`src/rtl/reset_bank_pkg.sv`:
```
// Constants, register layout and carrier types for the reset init bank.
// Assumes one core clock; reset kind and wake events arrive from logic
// on that same clock.
// Overview of operation
// - An interrupt wake with global enable set loads vector 0004h once the next instruction finishes.
// - Every wake-up raises at least one interrupt-control or peripheral-1 flag naming its source.
// - A brown-out or power-on reset clears power control bit 0; pin and watchdog resets leave it alone.
// - Address 93h reaches the address mask only in serial mode 1001, else the slave address.
// - Unimplemented bits always read as zero.
// - A reset accompanied by supply loss applies the power-on values.
// - The timer-2 period loads all ones on every reset and every wake-up.
// - Port direction registers load all ones on every reset and hold on wake-up.
// - Transmit status/control loads 0000 -010 on every reset and holds on wake-up.
// - Oscillator control loads -110 q000, q from the clock state, and holds on wake-up.
// - Conversion result and capture-2 value clear to zero after power-on and otherwise hold.
// - Power control reads 010x after power-on and holds on wake-up.
// - Watchdog control loads 0 1000 on every reset and holds on wake-up.
// - Port-B pull-up enable loads all ones on every reset and holds on wake-up.
package reset_bank_pkg;
    typedef enum logic [1:0] {
        RK_POWER_ON, RK_EXT_PIN, RK_WATCHDOG, RK_BROWN_OUT
    } reset_kind_e;
    typedef struct packed {
        logic [8:0] addr;
        logic [7:0] wdata;
        logic       wr;
        logic       rd;
    } bus_req_s;
    typedef struct packed {
        logic [7:0] irq_control;
        logic [7:0] periph_flags;
    } wake_flags_s;
    typedef struct packed {
        logic [8:0] addr;
        logic [7:0] por;
        logic [7:0] oth;
        logic [7:0] mask;
        logic       keep_oth;
        logic       wake_ones;
    } reg_desc_s;
    localparam int NUM_REGS = 34;
    localparam logic [8:0] ADDR_OPTION_ALIAS = 9'h181;
    localparam logic [8:0] ADDR_DIR_B_ALIAS  = 9'h186;
    localparam logic [8:0] ADDR_IRQ_STATUS   = 9'h1f0;
    localparam logic [8:0] ADDR_IRQ_MASK     = 9'h1f1;
    localparam logic [3:0] SSP_MASK_MODE     = 4'h9;
    localparam logic [12:0] IRQ_VECTOR       = 13'h0004;
    localparam logic [7:0] PWR_CTL_POR       = 8'h10;
    localparam int PWR_BOR_BIT  = 0;
    localparam int PWR_ULP_BIT  = 5;
    localparam int PWR_SBO_BIT  = 4;
    localparam int OSC_Q_BIT    = 3;
    localparam int IDX_CAP2_HIGH = 0;
    localparam int IDX_RESULT_HIGH = 2;
    localparam int IDX_DIR_A = 5;
    localparam int IDX_PWR_CTL = 12;
    localparam int IDX_OSC   = 13;
    localparam int IDX_PERIOD = 16;
    localparam int IDX_SADDR = 17;
    localparam int IDX_SMASK = 18;
    localparam int IDX_TX_STATUS = 23;
    localparam int IDX_PULLUP = 20;
    localparam int IDX_WDT   = 31;
    localparam int IRQ_BITS  = 5;
    localparam reg_desc_s REG_TABLE [NUM_REGS] = '{
        '{9'h01c, 8'h00, 8'h00, 8'hff, 1'b1, 1'b0},
        '{9'h01d, 8'h00, 8'h00, 8'h3f, 1'b0, 1'b0},
        '{9'h01e, 8'h00, 8'h00, 8'hff, 1'b1, 1'b0},
        '{9'h01f, 8'h00, 8'h00, 8'hdf, 1'b0, 1'b0},
        '{9'h081, 8'hff, 8'hff, 8'hff, 1'b0, 1'b0},
        '{9'h085, 8'hff, 8'hff, 8'hff, 1'b0, 1'b0},
        '{9'h086, 8'hff, 8'hff, 8'hff, 1'b0, 1'b0},
        '{9'h087, 8'hff, 8'hff, 8'hff, 1'b0, 1'b0},
        '{9'h088, 8'hff, 8'hff, 8'hff, 1'b0, 1'b0},
        '{9'h089, 8'h0f, 8'h0f, 8'h0f, 1'b0, 1'b0},
        '{9'h08c, 8'h00, 8'h00, 8'hff, 1'b0, 1'b0},
        '{9'h08d, 8'h00, 8'h00, 8'hff, 1'b0, 1'b0},
        '{9'h08e, 8'h10, 8'h00, 8'h33, 1'b1, 1'b0},
        '{9'h08f, 8'h60, 8'h60, 8'h7f, 1'b0, 1'b0},
        '{9'h090, 8'h00, 8'h00, 8'h1f, 1'b1, 1'b0},
        '{9'h091, 8'h00, 8'h00, 8'hff, 1'b0, 1'b0},
        '{9'h092, 8'hff, 8'hff, 8'hff, 1'b0, 1'b1},
        '{9'h093, 8'h00, 8'h00, 8'hff, 1'b0, 1'b0},
        '{9'h093, 8'hff, 8'hff, 8'hff, 1'b0, 1'b1},
        '{9'h094, 8'h00, 8'h00, 8'hff, 1'b0, 1'b0},
        '{9'h095, 8'hff, 8'hff, 8'hff, 1'b0, 1'b0},
        '{9'h096, 8'h00, 8'h00, 8'hff, 1'b0, 1'b0},
        '{9'h097, 8'h00, 8'h00, 8'hff, 1'b0, 1'b0},
        '{9'h098, 8'h02, 8'h02, 8'hf7, 1'b0, 1'b0},
        '{9'h099, 8'h00, 8'h00, 8'hff, 1'b0, 1'b0},
        '{9'h09a, 8'h00, 8'h00, 8'hff, 1'b0, 1'b0},
        '{9'h09b, 8'h00, 8'h00, 8'hff, 1'b0, 1'b0},
        '{9'h09c, 8'h00, 8'h00, 8'hff, 1'b0, 1'b0},
        '{9'h09d, 8'h01, 8'h01, 8'h1f, 1'b0, 1'b0},
        '{9'h09e, 8'h00, 8'h00, 8'hff, 1'b1, 1'b0},
        '{9'h09f, 8'h00, 8'h00, 8'hb0, 1'b0, 1'b0},
        '{9'h105, 8'h08, 8'h08, 8'h1f, 1'b0, 1'b0},
        '{9'h107, 8'h00, 8'h00, 8'hfb, 1'b0, 1'b0},
        '{9'h108, 8'h00, 8'h00, 8'hfb, 1'b0, 1'b0}
    };
endpackage

```
`src/rtl/reset_init_value_bank.sv`:
```
// Special-function register bank with per-reset-kind initial values.
// Assumes the reset unit, wake logic and core all run on core_clk, so
// their inputs need no synchroniser; rst is held while the unit resets.
`timescale 1ns/1ns
module reset_init_value_bank
    import reset_bank_pkg::*;
(
    // clock and reset
    input  wire logic        core_clk,
    input  wire logic        rst,
    // core register port
    input  wire bus_req_s    bus_req,
    output logic [7:0]       rdata_q,
    // reset unit
    input  wire reset_kind_e reset_kind,
    input  wire logic        supply_lost,
    input  wire logic        osc_clock_ready,
    // wake and core status
    input  wire logic        wake_pulse,
    input  wire logic        wake_by_irq,
    input  wire wake_flags_s wake_flags,
    input  wire logic        global_irq_enable,
    input  wire logic        instr_done,
    input  wire logic [3:0]  serial_port_mode_field,
    // core side results
    output logic             pc_load_q,
    output logic [12:0]      pc_vector_q,
    output wake_flags_s      flag_set_q,
    output logic             irq_q
);

    typedef enum {VEC_IDLE, VEC_WAIT} vec_state_e;

    logic [7:0]          regs_q [NUM_REGS];
    logic [NUM_REGS-1:0] hit;
    logic [7:0]          rd_val;
    logic [IRQ_BITS-1:0] status_q;
    logic [IRQ_BITS-1:0] status_d;
    logic [IRQ_BITS-1:0] mask_q;
    logic [IRQ_BITS-1:0] events;
    vec_state_e          vec_q;
    vec_state_e          vec_d;
    wake_flags_s         flags_d;

    wire logic [8:0] addr_n;
    wire logic       mask_sel;
    wire logic       por_eff;
    wire logic       bor_eff;
    wire logic       hit_status;
    wire logic       hit_mask;
    wire logic       vec_fire;
    wire logic       vec_arm;

    // both aliased addresses fold onto their bank-1 home
    function automatic logic [8:0] fold_alias(logic [8:0] a);
        if (a == ADDR_OPTION_ALIAS) begin
            return REG_TABLE[4].addr;
        end
        if (a == ADDR_DIR_B_ALIAS) begin
            return REG_TABLE[6].addr;
        end
        return a;
    endfunction

    assign addr_n     = fold_alias(bus_req.addr);
    assign mask_sel   = (serial_port_mode_field == SSP_MASK_MODE);
    // a deep supply dip turns any reset into a power-on one
    assign por_eff    = (reset_kind == RK_POWER_ON) || supply_lost;
    assign bor_eff    = (reset_kind == RK_BROWN_OUT) && !por_eff;
    assign hit_status = (bus_req.addr == ADDR_IRQ_STATUS);
    assign hit_mask   = (bus_req.addr == ADDR_IRQ_MASK);
    assign vec_arm    = wake_pulse && wake_by_irq && global_irq_enable;
    assign vec_fire   = (vec_q == VEC_WAIT) && instr_done;

    // address decode, with 93h steered by the serial mode
    always_comb begin
        for (int i = 0; i < NUM_REGS; i++) begin
            hit[i] = (addr_n == REG_TABLE[i].addr);
        end
        hit[IDX_SADDR] = hit[IDX_SADDR] && !mask_sel;
        hit[IDX_SMASK] = hit[IDX_SMASK] && mask_sel;
    end

    // read mux; masking keeps unimplemented bits at zero
    always_comb begin
        rd_val = 8'h00;
        for (int i = 0; i < NUM_REGS; i++) begin
            if (hit[i]) begin
                rd_val = rd_val | (regs_q[i] & REG_TABLE[i].mask);
            end
        end
        if (hit_status) begin
            rd_val = {3'h0, status_q};
        end
        if (hit_mask) begin
            rd_val = {3'h0, mask_q};
        end
    end

    // register file: reset kind, wake load, software write
    always_ff @(posedge core_clk) begin
        for (int i = 0; i < NUM_REGS; i++) begin
            if (rst) begin
                if (por_eff) begin
                    regs_q[i] <= REG_TABLE[i].por;
                end else if (!REG_TABLE[i].keep_oth) begin
                    regs_q[i] <= REG_TABLE[i].oth;
                end
            end else if (wake_pulse && REG_TABLE[i].wake_ones) begin
                regs_q[i] <= REG_TABLE[i].mask;
            end else if (bus_req.wr && hit[i]) begin
                regs_q[i] <= bus_req.wdata & REG_TABLE[i].mask;
            end
        end
        if (rst && !por_eff) begin
            regs_q[IDX_PWR_CTL][PWR_ULP_BIT] <= 1'b0;
            if (bor_eff) begin
                regs_q[IDX_PWR_CTL][PWR_SBO_BIT] <= 1'b1;
                regs_q[IDX_PWR_CTL][PWR_BOR_BIT] <= 1'b0;
            end
        end
        // clock-state bit is captured at reset, not writable
        if (rst) begin
            regs_q[IDX_OSC][OSC_Q_BIT] <= osc_clock_ready;
        end else if (bus_req.wr && hit[IDX_OSC]) begin
            regs_q[IDX_OSC][OSC_Q_BIT] <= regs_q[IDX_OSC][OSC_Q_BIT];
        end
    end

    // read data stands for one cycle only
    always_ff @(posedge core_clk) begin
        if (rst) begin
            rdata_q <= 8'h00;
        end else begin
            rdata_q <= bus_req.rd ? rd_val : 8'h00;
        end
    end

    // wake flags: forward the cause, never leave it empty
    always_comb begin
        flags_d = '0;
        if (wake_pulse) begin
            flags_d = wake_flags;
            if (wake_flags == '0) begin
                flags_d.irq_control[0] = 1'b1;
            end
        end
    end

    // vector load waits for the instruction after the wake
    always_comb begin
        vec_d = vec_q;
        case (vec_q)
            VEC_IDLE: begin
                if (vec_arm) begin
                    vec_d = VEC_WAIT;
                end
            end
            VEC_WAIT: begin
                if (instr_done) begin
                    vec_d = VEC_IDLE;
                end
            end
            default: begin
                vec_d = VEC_IDLE;
            end
        endcase
    end

    always_ff @(posedge core_clk) begin
        if (rst) begin
            vec_q       <= VEC_IDLE;
            pc_load_q   <= 1'b0;
            pc_vector_q <= 13'h0000;
            flag_set_q  <= '0;
        end else begin
            vec_q       <= vec_d;
            pc_load_q   <= vec_fire;
            pc_vector_q <= vec_fire ? IRQ_VECTOR : 13'h0000;
            flag_set_q  <= flags_d;
        end
    end

    // sticky events: por, bor, irq wake, wdt wake, vector load
    assign events = {vec_fire, wake_pulse && !wake_by_irq,
                     wake_pulse && wake_by_irq, 1'b0, 1'b0};

    // a fresh event beats a write-one clear in the same cycle
    always_comb begin
        status_d = status_q;
        if (bus_req.wr && hit_status) begin
            status_d = status_q & ~bus_req.wdata[IRQ_BITS-1:0];
        end
        status_d = status_d | events;
    end

    always_ff @(posedge core_clk) begin
        if (rst) begin
            status_q <= {3'h0, bor_eff, por_eff};
            mask_q   <= '0;
            irq_q    <= 1'b0;
        end else begin
            status_q <= status_d;
            if (bus_req.wr && hit_mask) begin
                mask_q <= bus_req.wdata[IRQ_BITS-1:0];
            end
            irq_q <= |(status_d & (bus_req.wr && hit_mask ?
                     bus_req.wdata[IRQ_BITS-1:0] : mask_q));
        end
    end

    property p_vector_load;
        @(posedge core_clk) disable iff (rst)
        (vec_q == VEC_WAIT) && instr_done |=>
            pc_load_q && (pc_vector_q == 13'h0004) ##1 !pc_load_q;
    endproperty
    a_vector_load: assert property (p_vector_load)
        else $error("vector not loaded after instruction");

    property p_wake_flag;
        @(posedge core_clk) disable iff (rst)
        wake_pulse |=>
            (flag_set_q.irq_control | flag_set_q.periph_flags) != 8'h00;
    endproperty
    a_wake_flag: assert property (p_wake_flag)
        else $error("wake raised no source flag");

    property p_bor_bit;
        @(posedge core_clk)
        $fell(rst) && $past(reset_kind == RK_BROWN_OUT)
            && !$past(supply_lost) |-> !regs_q[IDX_PWR_CTL][PWR_BOR_BIT];
    endproperty
    a_bor_bit: assert property (p_bor_bit)
        else $error("brown-out did not clear power bit 0");

    property p_mask_select;
        @(posedge core_clk) disable iff (rst)
        bus_req.rd && (bus_req.addr == 9'h093) |=>
            rdata_q == ($past(mask_sel) ? $past(regs_q[IDX_SMASK])
                                        : $past(regs_q[IDX_SADDR]));
    endproperty
    a_mask_select: assert property (p_mask_select)
        else $error("93h steered to the wrong register");

    property p_unimpl_zero;
        @(posedge core_clk) disable iff (rst)
        bus_req.rd && (bus_req.addr == 9'h098) |=> rdata_q[3] == 1'b0;
    endproperty
    a_unimpl_zero: assert property (p_unimpl_zero)
        else $error("unimplemented bit read as one");

    property p_power_loss;
        @(posedge core_clk)
        $fell(rst) && $past(supply_lost) |->
            regs_q[IDX_PWR_CTL] == PWR_CTL_POR
            && regs_q[IDX_CAP2_HIGH] == 8'h00;
    endproperty
    a_power_loss: assert property (p_power_loss)
        else $error("supply loss did not give power-on values");

    property p_period_wake;
        @(posedge core_clk) disable iff (rst)
        wake_pulse |=> regs_q[IDX_PERIOD] == 8'hff;
    endproperty
    a_period_wake: assert property (p_period_wake)
        else $error("period not all ones after wake");

    property p_dir_hold;
        @(posedge core_clk) disable iff (rst)
        wake_pulse && !bus_req.wr |=> $stable(regs_q[IDX_DIR_A]);
    endproperty
    a_dir_hold: assert property (p_dir_hold)
        else $error("direction changed on wake");

    property p_init_values;
        @(posedge core_clk)
        $fell(rst) |-> regs_q[IDX_DIR_A] == 8'hff
            && regs_q[IDX_TX_STATUS] == 8'h02 && regs_q[IDX_WDT] == 8'h08
            && regs_q[IDX_PULLUP] == 8'hff;
    endproperty
    a_init_values: assert property (p_init_values)
        else $error("reset values missing at release");

    property p_osc_reset;
        @(posedge core_clk)
        $fell(rst) |-> regs_q[IDX_OSC] ==
            {4'b0110, $past(osc_clock_ready), 3'b000};
    endproperty
    a_osc_reset: assert property (p_osc_reset)
        else $error("oscillator control reset value wrong");

    property p_result_hold;
        @(posedge core_clk)
        rst && !por_eff ##1 !rst |-> $stable(regs_q[IDX_RESULT_HIGH]);
    endproperty
    a_result_hold: assert property (p_result_hold)
        else $error("result changed on non-power reset");

    property p_pwr_por;
        @(posedge core_clk)
        $fell(rst) && $past(reset_kind == RK_POWER_ON) |->
            regs_q[IDX_PWR_CTL][5:1] == 5'b01000;
    endproperty
    a_pwr_por: assert property (p_pwr_por)
        else $error("power control not 010x after power-on");

    property p_irq_level;
        @(posedge core_clk) disable iff (rst)
        ##1 irq_q == |($past(status_d) & mask_q);
    endproperty
    a_irq_level: assert property (p_irq_level)
        else $error("interrupt level disagrees with status");

    property p_flag_pulse;
        @(posedge core_clk) disable iff (rst)
        !wake_pulse |=> flag_set_q == '0;
    endproperty
    a_flag_pulse: assert property (p_flag_pulse)
        else $error("wake flags stood longer than one cycle");

    property p_bor_keep;
        @(posedge core_clk)
        rst && !por_eff && (reset_kind != RK_BROWN_OUT) |=>
            $stable(regs_q[IDX_PWR_CTL][PWR_BOR_BIT]);
    endproperty
    a_bor_keep: assert property (p_bor_keep)
        else $error("non-brown-out reset touched power bit 0");

    property p_read_stands;
        @(posedge core_clk) disable iff (rst)
        !bus_req.rd |=> rdata_q == 8'h00;
    endproperty
    a_read_stands: assert property (p_read_stands)
        else $error("read data stood without a read strobe");

    property p_osc_locked;
        @(posedge core_clk) disable iff (rst)
        bus_req.wr && hit[IDX_OSC] |=> $stable(regs_q[IDX_OSC][OSC_Q_BIT]);
    endproperty
    a_osc_locked: assert property (p_osc_locked)
        else $error("clock-state bit changed by a write");

    property p_capture_keep;
        @(posedge core_clk)
        rst && !por_eff |=> $stable(regs_q[IDX_CAP2_HIGH]);
    endproperty
    a_capture_keep: assert property (p_capture_keep)
        else $error("capture value changed on non-power reset");

    property p_tx_wake_hold;
        @(posedge core_clk) disable iff (rst)
        wake_pulse && !bus_req.wr |=> $stable(regs_q[IDX_TX_STATUS]);
    endproperty
    a_tx_wake_hold: assert property (p_tx_wake_hold)
        else $error("transmit status changed on wake");

    property p_pwr_wake_hold;
        @(posedge core_clk) disable iff (rst)
        wake_pulse && !bus_req.wr |=> $stable(regs_q[IDX_PWR_CTL]);
    endproperty
    a_pwr_wake_hold: assert property (p_pwr_wake_hold)
        else $error("power control changed on wake");

    property p_wdt_wake_hold;
        @(posedge core_clk) disable iff (rst)
        wake_pulse && !bus_req.wr |=> $stable(regs_q[IDX_WDT]);
    endproperty
    a_wdt_wake_hold: assert property (p_wdt_wake_hold)
        else $error("watchdog control changed on wake");

    property p_pullup_wake_hold;
        @(posedge core_clk) disable iff (rst)
        wake_pulse && !bus_req.wr |=> $stable(regs_q[IDX_PULLUP]);
    endproperty
    a_pullup_wake_hold: assert property (p_pullup_wake_hold)
        else $error("pull-up enable changed on wake");

endmodule

```
`config.mk`:
```
export PLATFORM = sky130hd
export DESIGN_NAME = reset_init_value_bank
export DESIGN_NICKNAME = d
export VERILOG_FILES = /design/src/rtl/reset_bank_pkg.sv /design/src/rtl/reset_init_value_bank.sv
export SDC_FILE = /design/constraint.sdc
export NUM_CORES = 1
export LEC_CHECK = 0
export BUFFER_PORTS_ARGS = -buffer_cell sky130_fd_sc_hd__buf_4
export CORE_MARGIN = 3
export CORE_UTILIZATION = 40
export CTS_CLUSTER_DIAMETER = 100
export CTS_CLUSTER_SIZE = 16
export DETAILED_ROUTE_END_ITERATION = 8
export PLACE_DENSITY = 0.56
export SETUP_SLACK_MARGIN = 0.1
export SLEW_MARGIN = 20
export SYNTH_ARGS = -nofsm -noshare
export SYNTH_HDL_FRONTEND = slang
export SYNTH_SLANG_ARGS = --single-unit
```
`constraint.sdc`:
```
create_clock -name core_clk -period 3.9 [get_ports core_clk]
set_input_delay 1.17 -clock core_clk [delete_from_list [all_inputs] [get_ports core_clk]]
set_output_delay 1.17 -clock core_clk [all_outputs]
set_load 0.005 [all_outputs]
```
==> results.sh <==
export IMPL_post_route_util=0.4640
export IMPL_area_growth_syn_to_layout_pct=13.95
export IMPL_grt_overflow=0
export IMPL_critPathMaxFanout=22
export IMPL_core_um2=32620
export IMPL_drtIter0Drc=1091
export IMPL_peakVddDrop_uv=269.5
export IMPL_diodes=0
export IMPL_power_density_nw_per_um2=397.9
export IMPL_cp_endpoint="rdata_q[2]"
export IMPL_post_cts_buffers=0
export IMPL_cts_made_buffers=21
export IMPL_nets=1232
export IMPL_finalMaxSlewViolations=0
export IMPL_dp_final_hpwl_um=34690
export IMPL_synth_cell_types=77
export IMPL_remaining_drc_errors=0
export IMPL_syn_area_um2=13280
export IMPL_antenna_found_initial=0
export IMPL_setup_violations=0
export IMPL_drive_gt1_frac=0.2187
export IMPL_static_leakage_power_nw=5.492
export IMPL_clock_fmax_mhz=278.3
export IMPL_dpl_cell_area_um2=14540
export IMPL_die_x_um=188.2
export IMPL_seqCellArea_um2=8008
export IMPL_holdBufCountCts=0
export IMPL_cts_tree="built"
export IMPL_die_area_um2=35430
export IMPL_dr_pass1_iters=6
export IMPL_yosys_warnings=0
export IMPL_clock_sinks=280
export IMPL_ant_nets=0
export IMPL_ys_ff_latch=280
export IMPL_crit_path_start_kind="input pin"
export IMPL_initial_core_util=0.4072
export IMPL_endpoint_kind="flop"
export IMPL_grt_pass1_vias=9568
export IMPL_yosysSeqAreaShare=0.6029
export IMPL_skew_ns=0.02187
export IMPL_synth_edff_count=240
export IMPL_crit_path_start="bus_req[10]"
export IMPL_die_h_um=188.2
export IMPL_arrival_ns=3.99
export IMPL_regToRegEndpoint="rdata_q[2]"
export IMPL_tightest_slew_ns=1.047
export IMPL_p_total_mw=6.023
export IMPL_rows=66
export IMPL_reg2reg_slack_ns=1.47
export IMPL_slew_headroom=0.2973
export IMPL_finalCriticalPeriod_ns=3.593
export IMPL_fill_cells=2944
export IMPL_io_buffers=75
export IMPL_r2r_start="regs_q[14][2]"
export IMPL_post_route_period_util=0.9214
export IMPL_cts_htree_levels=1
export IMPL_ys_flop_type="edfxtp_1"
export IMPL_post_drt_wl_per_cell_um=29.96
export IMPL_vias=10030
export IMPL_grt_use_total=0.2728
export IMPL_routed_via_density=6.116
export IMPL_hold_violations=0
export IMPL_whs_ns=0.4857
export IMPL_path_clk_slew_ns=0.07
export IMPL_cts_path_max_buffers=3
export IMPL_synthCells=1111
export IMPL_cp_required_ns=4.30
export IMPL_reg2reg_depth=6
export IMPL_hold_path_class="flop to flop"
export IMPL_io_pins=88
export IMPL_grt_max_degree=39
export IMPL_clk_latency_ns=0.54
export IMPL_grt_pass1_wl_um=69830
export IMPL_clock_root_buffer="clkbuf_16"
export IMPL_cap_violations=0
export IMPL_synthArstFlopShare=0
export IMPL_status="finished clean"
export IMPL_wl_um=49140
export IMPL_cts_resized=0
export IMPL_multi_input_area_um2=4790
export IMPL_avgSynthCellArea_um2=11.96
export IMPL_place_congestion=1.002
export IMPL_final_cell_area_um2=15140
export IMPL_crit_type="input pin to flop"
export IMPL_rsz0062_at_grt="false"
[cells in the mapped netlist (4+ instances only)]
cell | instances | area [µm²]
a211oi_1 | 4 | 30.03
a21oi_1 | 15 | 75.07
a221oi_1 | 8 | 70.07
a22o_1 | 18 | 157.7
a22oi_1 | 25 | 187.7
a31oi_1 | 5 | 31.28
a32o_1 | 9 | 90.09
a32oi_1 | 19 | 166.4
and2_1 | 79 | 494.2
and3_1 | 97 | 606.8
buf_2 | 21 | 105.1
buf_4 | 17 | 127.6
buf_6 | 4 | 45.04
clkbuf_1 | 69 | 259.0
dfxtp_1 | 40 | 800.8
edfxtp_1 | 240 | 7207
inv_1 | 6 | 22.52
mux2_2 | 13 | 146.4
mux2i_1 | 27 | 270.3
nand2_1 | 71 | 266.5
nand2b_1 | 24 | 150.1
nand3_1 | 40 | 200.2
nand4_1 | 5 | 31.28
nor2_1 | 39 | 146.4
nor2b_1 | 8 | 50.05
nor3_1 | 20 | 100.1
nor3b_1 | 4 | 30.03
nor4_1 | 19 | 118.9
o211ai_1 | 8 | 60.06
o21ai_0 | 19 | 95.09
o21ai_1 | 4 | 20.02
o22ai_1 | 8 | 50.05
o2bb2ai_1 | 6 | 52.55
or2_2 | 48 | 300.3
or3_1 | 5 | 31.28
[state kept, by name (all words and copies together), names as in the netlist]
signal / flops
flag_set_q: 16
regs_q: 243
pc_load_q: 1
status_q: 5
vec_q: 1
mask_q: 5
rdata_q: 8
irq_q: 1
[cell type report]
cell class,instances,area share
well taps,442,0.03654
repair buffers,150,0.07688
inverters,6,0.001488
multi-input cells,724,0.3164
flip-flops and latches,280,0.5291
clock inverters,2,0.001157
clock buffers,36,0.03844
[kinds of logic (layout without fill, tap and decap cells)]
group                  count (synthesis)  in the layout  synth area share
and+or+nand+nor                      495            495            0.2206
DFF                                  280            280            0.6029
AOI/OAI and AO/OA                    177            177            0.1024
buffers and inverters                118            194           0.04248
muxes                                 40             40           0.03137
other                                  1             12         0.0002823
[layout by cell type (no fill, tap or decap), types with 4 or more instances in the layout]
cell         n
a211oi_1     4
a21oi_1     15
a221oi_1     8
a22o_1      18
a22oi_1     25
a31oi_1      5
a32o_1       9
a32oi_1     19
and2_1      79
and3_1      97
buf_4      147
clkbuf_1    15
clkbuf_16   21
conb_1      12
dfxtp_1     40
edfxtp_1   240
inv_1        6
mux2_2      13
mux2i_1     27
nand2_1     71
nand2b_1    24
nand3_1     40
nand4_1      5
nor2_1      36
nor2b_1      8
nor3_1      19
nor4_1      19
o211ai_1     8
o21ai_0     19
o21ai_1      4
o22ai_1      8
o2bb2ai_1    6
or2_2       48
or3_1        5
[power by group]
part	internal (mW)	switching, mW	total [mW]
combinational	0.140	0.329	0.469
sequential	3.38	0.0736	3.46
clock	1.02	1.07	2.10
total	4.55	1.48	6.02
[how the worst min path moves through the flow]
stage                       start            end  slack [ns]  cells past startpoint
floorplan               mask_q[2]     rdata_q[2]        0.43                      2
finish              regs_q[12][0]  regs_q[12][0]        0.49                      2
global route             vec_q[0]      pc_load_q        0.52                      2
detailed placement  regs_q[12][0]  regs_q[12][0]        0.48                      2
global placement    regs_q[12][0]  regs_q[12][0]        0.47                      2
CTS                 regs_q[12][0]  regs_q[12][0]        0.49                      2
[metal layers]
layer  track usage  up-vias  routed length (µm)
met5             0        -                   0
met4        0.1051        0                2205
met3       0.04316      107                4324
met2        0.4302      568               22240
met1        0.3814     5041               20370
li1              -     4314                   -
[metrics by stage]
stage                     setup TNS (ns)  worst slack [ns]  std cells
after floorplan                        0            0.6364       1122
after global placement          -0.03966          -0.03966       1602
after detailed placement       -0.006283         -0.006283       1602
after CTS                              0            0.5369       1640
after global routing                   0            0.3961       1640
final                                  0            0.3066       1640
[critical path, stage by stage]
cell and delay, ns:
buf_4 0.28, buf_4 0.36, or3_1 0.41, a211oi_1 0.18, a2111oi_0 0.66, nand4_1 0.22, nor4_1 0.59, o21ai_1 0.10
Power figures use the tool's default switching activity.
